## config.mk

```make
export PLATFORM = sky130hd
export DESIGN_NAME = pwl_write_lock
export DESIGN_NICKNAME = d
export VERILOG_FILES = /design/src/include/pwl_pkg.sv /design/src/pwl_key_compare.sv /design/src/pwl_write_lock.sv
export SDC_FILE = /design/constraint.sdc
export NUM_CORES = 1
export LEC_CHECK = 0
export BUFFER_PORTS_ARGS = -buffer_cell sky130_fd_sc_hd__clkbuf_2
export CORE_ASPECT_RATIO = 1.2
export CORE_UTILIZATION = 30
export CTS_BUF_LIST = sky130_fd_sc_hd__clkbuf_8
export DETAILED_ROUTE_END_ITERATION = 10
export GPL_TIMING_DRIVEN = 0
export SLEW_MARGIN = 20
export SYNTH_ARGS = -nofsm -noshare
export SYNTH_HDL_FRONTEND = slang
export SYNTH_SLANG_ARGS = --single-unit
```

## constraint.sdc

```tcl
create_clock -name clk -period 3.5 [get_ports clk]
set_input_delay 0.875 -clock clk [delete_from_list [all_inputs] [get_ports clk]]
set_output_delay 0.875 -clock clk [all_outputs]
set_load 0.03 [all_outputs]
```

## src/include/pwl_pkg.sv

```systemverilog
package pwl_pkg;

  // Register byte offsets on the device register bus
  localparam logic [7:0] KEY_BYTE0_OFFSET     = 8'h21;
  localparam logic [7:0] KEY_BYTE1_OFFSET     = 8'h22;
  localparam logic [7:0] KEY_BYTE2_OFFSET     = 8'h23;
  localparam logic [7:0] KEY_BYTE3_OFFSET     = 8'h24;
  localparam logic [7:0] NVM_ADDR_OFFSET      = 8'h25;
  localparam logic [7:0] NVM_DATA_OFFSET      = 8'h26;

  // Configuration memory locations of the lock settings
  localparam logic [7:0] NVM_LOCK_ENABLE_LOC  = 8'h30;
  localparam logic [7:0] NVM_KEY_LOW_LOC      = 8'h31;
  localparam logic [7:0] NVM_KEY_HIGH_LOC     = 8'h34;
  localparam logic [7:0] LOCK_ENABLE_VALUE    = 8'hFF;

  // Values after reset
  localparam logic [7:0] KEY_BYTE_RESET       = 8'h00;
  localparam logic [7:0] NVM_ADDR_RESET       = 8'h00;
  localparam logic [7:0] NVM_DATA_RESET       = 8'h00;
  localparam logic [7:0] READ_ZERO            = 8'h00;

  // Power-on refresh time and derived cycle count at 40 MHz
  localparam int unsigned REFRESH_TIME_MS     = 66;
  localparam int unsigned CLK_FREQ_HZ         = 40000000;
  localparam int unsigned REFRESH_CYCLES      = REFRESH_TIME_MS * (CLK_FREQ_HZ / 1000);

  // Host register access request
  typedef struct packed {
    logic       wrEn;
    logic       rdEn;
    logic [7:0] addr;
    logic [7:0] wrData;
  } pwl_req_s;

  // Lock settings mirrored out of configuration memory
  typedef struct packed {
    logic [7:0]  enable;
    logic [31:0] storedKey;
  } pwl_nv_s;

endpackage

```

## src/pwl_key_compare.sv

```systemverilog
`timescale 1ns/1ps
// Registered key comparison; one cycle of latency keeps the bus decode short
module pwl_key_compare
  import pwl_pkg::*;
(
  input  wire logic        clk,
  input  wire logic        rst,
  input  wire logic [31:0] enteredKey,
  input  wire pwl_nv_s     nvSettings,
  output logic             lockActive,
  output logic             writeAllowed
);

  // Protection is on only for the exact enable value
  always_ff @(posedge clk or posedge rst)
  begin
    if (rst)
    begin
      lockActive <= 1'b1;  // Safe side until settings are known
    end
    else
    begin
      lockActive <= (nvSettings.enable == LOCK_ENABLE_VALUE);
    end
  end

  // Writes pass when unlocked or when the key matches
  always_ff @(posedge clk or posedge rst)
  begin
    if (rst)
    begin
      writeAllowed <= 1'b0;
    end
    else
    begin
      writeAllowed <= (nvSettings.enable != LOCK_ENABLE_VALUE)
                      || (enteredKey == nvSettings.storedKey);
    end
  end

endmodule

```

## src/pwl_write_lock.sv

```systemverilog
`timescale 1ns/1ps
module pwl_write_lock
  import pwl_pkg::*;
#(
  parameter int unsigned REFRESH_COUNT = REFRESH_CYCLES  // Shorten in simulation
)
(
  input  wire logic        clk,
  input  wire logic        rst,
  input  wire pwl_req_s    hostReq,
  input  wire pwl_nv_s     nvSettings,
  input  wire logic        nvDataLoad,
  input  wire logic [7:0]  nvDataIn,
  output logic [7:0]       rdData,
  output logic             rdValid,
  output logic             protWriteEnable,
  output logic             lockActive,
  output logic             refreshDone,
  output logic [7:0]       nvmByteAddress,
  output logic [7:0]       nvmByteData
);

  logic [7:0]  keyByteLow_reg;     // Key bits 7:0
  logic [7:0]  keyByteSecond_reg;  // Key bits 15:8
  logic [7:0]  keyByteThird_reg;   // Key bits 23:16
  logic [7:0]  keyByteHigh_reg;    // Key bits 31:24
  logic [31:0] enteredKey;         // Assembled key
  logic        allowRaw;           // From comparator, guards every write except key bytes
  logic        refreshCount_done;  // Counter reached end
  logic [31:0] refreshCnt_reg;     // Power-on refresh timer
  logic        keyWrite;           // Any key byte being written
  logic        protectedWrite;     // Write to a lock-guarded register

  typedef enum logic [1:0] {PWL_REFRESH, PWL_CLEAR, PWL_RUN} pwl_state_e;
  pwl_state_e state_reg;           // Power-up sequencing
  pwl_state_e state_next;

  // Key entry timing, one byte write after another:
  //   edge n    last key byte lands in its lane
  //   edge n+1  comparator registers the match; guarded writes pass from here
  //   edge n+1  lockActive falls in the same cycle as the gate opens
  // A guarded write in the cycle of the last key byte still meets the old key,
  // so hosts leave one idle cycle before the first protected write.
  // Settings are levels from the memory mirror; a change shows one edge later.

  // Little-endian assembly of the key
  assign enteredKey = {keyByteHigh_reg, keyByteThird_reg,
                       keyByteSecond_reg, keyByteLow_reg};

  // Shared address match helper
  function automatic logic hits(input logic [7:0] a, input logic [7:0] b);
    hits = (a == b);
  endfunction

  // Lock decision on the same terms the comparator registers its gate on
  function automatic logic lockNow(input pwl_nv_s nv, input logic [31:0] key);
    lockNow = (nv.enable == LOCK_ENABLE_VALUE) && (key != nv.storedKey);
  endfunction

  // Comparator sits in its own module; its own lock flag stays open, because
  // the status flag below must change in the very cycle the gate does, and a
  // second register stage behind the comparator would lag it by one cycle
  pwl_key_compare u_compare (
    .clk          (clk),
    .rst          (rst),
    .enteredKey   (enteredKey),
    .nvSettings   (nvSettings),
    .lockActive   (),
    .writeAllowed (allowRaw)
  );

  assign refreshCount_done = (refreshCnt_reg >= REFRESH_COUNT - 1);
  // Key window spans all four key offsets
  assign keyWrite = hostReq.wrEn
                    && (hostReq.addr >= KEY_BYTE0_OFFSET)
                    && (hostReq.addr <= KEY_BYTE3_OFFSET);
  // Key bytes themselves stay writable, otherwise a lock could never open
  // Every other offset counts as guarded, unmapped ones too, so the strobe
  // can serve the time and configuration registers elsewhere in the device
  // without a second address decode there
  assign protectedWrite = hostReq.wrEn && !keyWrite;

  // Refresh timer counts only while refreshing
  always_ff @(posedge clk or posedge rst)
  begin
    if (rst)
    begin
      refreshCnt_reg <= 32'h0000_0000;
    end
    // Counter parks at its end value, so the clear happens only once
    else if (state_reg == PWL_REFRESH && !refreshCount_done)
    begin
      refreshCnt_reg <= refreshCnt_reg + 32'h0000_0001;
    end
  end

  // Sequencing: wait out refresh, clear key once, then run
  always_comb
  begin
    state_next = state_reg;
    case (state_reg)
      PWL_REFRESH:
      begin
        if (refreshCount_done)
        begin
          state_next = PWL_CLEAR;
        end
      end
      PWL_CLEAR:
      begin
        // One cycle of clearing, then normal running
        state_next = PWL_RUN;
      end
      PWL_RUN:
      begin
        // Stays here until the next reset
        state_next = PWL_RUN;
      end
      default:
      begin
        // Illegal code falls back to refresh
        state_next = PWL_REFRESH;
      end
    endcase
  end

  // State register
  always_ff @(posedge clk or posedge rst)
  begin
    if (rst)
    begin
      state_reg <= PWL_REFRESH;
    end
    else
    begin
      state_reg <= state_next;
    end
  end

  // Key bytes; the post-refresh clear beats any host write
  always_ff @(posedge clk or posedge rst)
  begin
    if (rst)
    begin
      keyByteLow_reg    <= KEY_BYTE_RESET;
      keyByteSecond_reg <= KEY_BYTE_RESET;
      keyByteThird_reg  <= KEY_BYTE_RESET;
      keyByteHigh_reg   <= KEY_BYTE_RESET;
    end
    // Power-up clear wipes whatever the host sent during refresh
    else if (state_reg == PWL_CLEAR)
    begin
      keyByteLow_reg    <= KEY_BYTE_RESET;
      keyByteSecond_reg <= KEY_BYTE_RESET;
      keyByteThird_reg  <= KEY_BYTE_RESET;
      keyByteHigh_reg   <= KEY_BYTE_RESET;
    end
    // Host key writes are never lock-guarded
    else if (hostReq.wrEn)
    begin
      // Each byte lands in its own lane
      if (hits(hostReq.addr, KEY_BYTE0_OFFSET))
      begin
        keyByteLow_reg <= hostReq.wrData;
      end
      if (hits(hostReq.addr, KEY_BYTE1_OFFSET))
      begin
        keyByteSecond_reg <= hostReq.wrData;
      end
      if (hits(hostReq.addr, KEY_BYTE2_OFFSET))
      begin
        keyByteThird_reg <= hostReq.wrData;
      end
      if (hits(hostReq.addr, KEY_BYTE3_OFFSET))
      begin
        keyByteHigh_reg <= hostReq.wrData;
      end
    end
  end

  // Memory address register, guarded by the lock
  always_ff @(posedge clk or posedge rst)
  begin
    if (rst)
    begin
      nvmByteAddress <= NVM_ADDR_RESET;
    end
    // A refused write leaves the old address in place
    else if (protectedWrite && allowRaw && hits(hostReq.addr, NVM_ADDR_OFFSET))
    begin
      nvmByteAddress <= hostReq.wrData;
    end
  end

  // Memory data register; engine read-back wins over a host write
  always_ff @(posedge clk or posedge rst)
  begin
    if (rst)
    begin
      nvmByteData <= NVM_DATA_RESET;  // Any value is legal here; zero chosen
    end
    // Engine return first; a host write in that same cycle is lost
    else if (nvDataLoad)
    begin
      nvmByteData <= nvDataIn;
    end
    else if (protectedWrite && allowRaw && hits(hostReq.addr, NVM_DATA_OFFSET))
    begin
      nvmByteData <= hostReq.wrData;
    end
  end

  // Strobe for other guarded registers in the device
  always_ff @(posedge clk or posedge rst)
  begin
    if (rst)
    begin
      protWriteEnable <= 1'b0;
    end
    else
    begin
      // One pulse per allowed guarded write
      protWriteEnable <= protectedWrite && allowRaw;
    end
  end

  // Read strobe answered one cycle later
  always_ff @(posedge clk or posedge rst)
  begin
    if (rst)
    begin
      rdValid <= 1'b0;
    end
    else
    begin
      rdValid <= hostReq.rdEn;
    end
  end

  // Read data; key bytes never leave the block
  // Follows the address every cycle, so rdData means something only with rdValid
  always_ff @(posedge clk or posedge rst)
  begin
    if (rst)
    begin
      rdData <= READ_ZERO;
    end
    else
    begin
      // Only the two memory registers are visible
      if (hits(hostReq.addr, NVM_ADDR_OFFSET))
      begin
        rdData <= nvmByteAddress;
      end
      else if (hits(hostReq.addr, NVM_DATA_OFFSET))
      begin
        rdData <= nvmByteData;
      end
      else
      begin
        rdData <= READ_ZERO;
      end
    end
  end

  // Lock status; reset value agrees with the closed gate
  always_ff @(posedge clk or posedge rst)
  begin
    if (rst)
    begin
      lockActive <= 1'b1;
    end
    else
    begin
      // Same inputs and same edge as the gate, so it is always its inverse
      lockActive <= lockNow(nvSettings, enteredKey);
    end
  end

  // Power-up sequencing finished, key clear included
  always_ff @(posedge clk or posedge rst)
  begin
    if (rst)
    begin
      refreshDone <= 1'b0;
    end
    else
    begin
      refreshDone <= (state_reg == PWL_RUN);
    end
  end

endmodule

```

==> metrics.csv <==
metric,value,unit
Most common cell on crit path,sky130_fd_sc_hd__mux2_2,
post-synthesis to final-layout area growth,21.62,%
maximum number of buffers from clock root to sink,2,
kind of start point of the critical path,input port,
Relative slew margins,0.5683,
worst clock skew,10.76,ps
critical-path cell list,clkbuf_2 -> or4b_4 -> nor3b_2 -> and3_1 -> buf_4 -> mux2_2 -> mux2_2,
initial cell density of the core,0.3072,
post-route ant nets,0,
DR DRC count,0,
Placed Instance Area,5136,um2
Post-Route Utilization,0.3736,
TritonRoute pass-1 iters,4,
Overall Global Routing Usage,0.1403,
CP max stage delay,560,ps
via count of the routed design,3132,
worst ir drop on vdd,0.1601,mV
slowest cell on the critical path,sky130_fd_sc_hd__or4b_4,
hold buffers post-CTS,0,
Unique masters post-synth,43,
Hold Fails Final Rpt,0,
post-route clock period utilization,0.7383,
die span in y,134.8,um
total clock buffers created by CTS,9,
number of flip-flops under the largest register name,32,
Reg2Reg Setup Slack,1270,ps
Post-CTS Setup Inserts,0,
largest driver fanout on the critical path,8,
clock root buffer,sky130_fd_sc_hd__clkbuf_8,
#FFs+latches synth,95,
endpoint class of the critical path,register,
Final Setup Violations,0,
unrepaired setup endpoints after global routing,no,
clock sink count,95,
global placer's final weighted congestion,0.7534,
most frequent standard cell in the layout excluding fill and tap cells,sky130_fd_sc_hd__clkbuf_2,
full die area,15190,um2
setup TNS,0,ps
I/O Buffers,95,
outcome,completed,
core region area,14350,um2
post-synthesis net count,434,
Horiz. Die Dim,112.7,um
CP Data Required Time,3750,ps
CTS-repair resized insts,0,
number of antenna cells inserted,0,
HPWL after detailed placement,7557,um
Post-Route WL,10080,um
num ports,97,
most frequent cells in the layout,"95 x sky130_fd_sc_hd__clkbuf_2, 94 x sky130_fd_sc_hd__dfrtp_1, 43 x sky130_fd_sc_hd__xnor2_1, 36 x sky130_fd_sc_hd__nor2_1, 32 x sky130_fd_sc_hd__mux2i_1",
post-layout total power,2.187,mW
level count of the clock H-tree,3,
data arrival time at the worst-slack endpoint,2830,ps
top achievable clock speed,387.0,MHz
post-layout net count,541,
Ys Warns,0,
global-route wire length before repair,16390,um
"Seq/Total Area, Yosys",0.5394,
vias per inst,4.833,
actual slew at the worst max-slew pin,642.6,ps
cell leakage power,2.634,nW
power density over the cells,407.7,nW/um2
"Largest delay share family, worst path",simple AND/OR/NAND/NOR gates,
CTS tree,yes,
GR Overflow Total,0,
count of filler cells inserted in the layout,1423,
Slew Limit Fails,0,
per-cell routed wire length,15.56,um
largest net degree at the start of global routing,77,
Syn Std Cell Area,4409,um2
clock input transition at the sequential cells of the worst setup and hold paths,100,ps
final worst path period need,2584,ps
"Clk Latency, worst-skew pair",360,ps
row cnt,48,
WS Path Type,input port to register,
Maximum Capacitance Violations,0,
Avg Synthesized Cell Area,12.21,um2
layout cell share with drive strength beyond 1,0.3214,
number of design-rule violations left by the first detailed-router iteration,262,
worst-case hold slack,428.9,ps
post-route standard cell area excluding fillers,5363,um2
count of mapped cells out of synthesis,361,
initial antenna violation count,0,
WP buf/inv,2,
path class of the lowest-slack min-delay path,input port to async pin,
vias in the first global route,3190,
[worst paths after layout]
check	end	from	cells past startpoint
setup reg to reg	refreshCnt_reg[11]	refreshCnt_reg[17]	6
hold / removal	refreshCnt_reg[4]	rst	2
min in group clk	refreshCnt_reg[22]	refreshCnt_reg[22]	1
max in group asynchronous	lockActive	rst	3
hold reg to reg	refreshCnt_reg[22]	refreshCnt_reg[22]	1
setup / recovery	nvmByteData[7]	hostReq[12]	7
[area by class of cell]
type                       count  area [um2]  area share
tap                          175       219.0     0.04083
clock inverter                 7       102.6     0.01913
inverter                       6       27.53    0.005133
buffer                        21       98.84     0.01843
timing repair buffer          96       503.0     0.09379
multi-input combinational    239        1909      0.3560
clock buffer                   9       123.9     0.02310
sequential                    95        2379      0.4435
[cells by family (layout without fill, tap and decap cells)]
| family | count (synthesis) | after routing | synth area share |
|---|---|---|---|
| AOI/OAI and AO/OA | 19 | 19 | 0.03689 |
| xor gates and xnor gates | 53 | 53 | 0.1053 |
| adders and majority gates | 4 | 4 | 0.01135 |
| buffers and inverters | 27 | 139 | 0.02752 |
| DFF | 95 | 95 | 0.5394 |
| muxes | 58 | 58 | 0.1459 |
| and+or+nand+nor | 105 | 105 | 0.1337 |
[cell usage after synthesis]
cell	count	area [um2]
sky130_fd_sc_hd__o211ai_1	2	15.01
sky130_fd_sc_hd__and2_1	1	6.260
sky130_fd_sc_hd__or4b_4	1	13.76
sky130_fd_sc_hd__mux2_2	18	202.7
sky130_fd_sc_hd__ha_1	4	50.05
sky130_fd_sc_hd__and3b_1	4	35.03
sky130_fd_sc_hd__nor4_1	9	56.30
sky130_fd_sc_hd__a31o_2	1	8.760
sky130_fd_sc_hd__nand4_1	18	112.6
sky130_fd_sc_hd__buf_4	3	22.52
sky130_fd_sc_hd__o311a_1	1	10.01
sky130_fd_sc_hd__buf_1	1	3.750
sky130_fd_sc_hd__nor3_2	1	10.01
sky130_fd_sc_hd__buf_6	1	11.26
sky130_fd_sc_hd__mux2_4	8	120.1
sky130_fd_sc_hd__xnor2_1	43	376.6
sky130_fd_sc_hd__a41o_1	1	10.01
sky130_fd_sc_hd__inv_1	6	22.52
sky130_fd_sc_hd__mux2i_1	32	320.3
sky130_fd_sc_hd__nand3b_1	1	7.510
sky130_fd_sc_hd__clkbuf_1	15	56.30
sky130_fd_sc_hd__a31oi_1	1	6.260
sky130_fd_sc_hd__a41oi_1	1	8.760
sky130_fd_sc_hd__or3_1	2	12.51
sky130_fd_sc_hd__nor2_1	36	135.1
sky130_fd_sc_hd__nor4b_2	1	15.01
sky130_fd_sc_hd__and4_1	1	8.760
sky130_fd_sc_hd__dfstp_2	1	26.28
sky130_fd_sc_hd__nor3b_2	1	12.51
sky130_fd_sc_hd__a311o_1	1	10.01
sky130_fd_sc_hd__buf_2	1	5.000
sky130_fd_sc_hd__nand3_1	9	45.04
sky130_fd_sc_hd__nand3_2	2	20.02
sky130_fd_sc_hd__nand2_1	5	18.77
sky130_fd_sc_hd__and4b_1	1	10.01
sky130_fd_sc_hd__a22o_1	8	70.07
sky130_fd_sc_hd__dfrtp_1	94	2352
sky130_fd_sc_hd__xor2_1	10	87.58
sky130_fd_sc_hd__nor4b_1	1	8.760
sky130_fd_sc_hd__a211oi_1	2	15.01
sky130_fd_sc_hd__nor3_1	6	30.03
sky130_fd_sc_hd__o31a_1	1	8.760
sky130_fd_sc_hd__and3_1	5	31.28
[worst register-to-register path, stage by stage (launching register included)]
cell and delay, ps:
sky130_fd_sc_hd__dfrtp_1 420, sky130_fd_sc_hd__nor4_1 430, sky130_fd_sc_hd__o211ai_1 210, sky130_fd_sc_hd__a31oi_1 360
sky130_fd_sc_hd__clkbuf_1 370, sky130_fd_sc_hd__and2_1 230, sky130_fd_sc_hd__xor2_1 150
[metal layers]
metal	wire length (um)	global-route usage	vias up	part of all wire
met2	5115	0.2438	91	0.51
met5	0	0	-	0
li1	-	-	1490	-
met1	4382	0.1727	1540	0.43
met4	166	0.05259	0	0.016
met3	417	0.02648	11	0.041
[metrics by stage]
step                std cells  worst slack [ps]
finish                    648             916.0
global route              648             867.1
CTS                       648             923.2
detailed placement        632             525.5
global placement          631            -927.9
floorplan                 361             149.6
[where the power goes]
group / internal [mW] / switching, mW / leakage [nW]
registers: 1.13 / 0.0251 / 1.27
logic: 0.0986 / 0.119 / 1.25
clock network: 0.411 / 0.403 / 0.111
No activity file was read; power rests on OpenSTA's default activity.
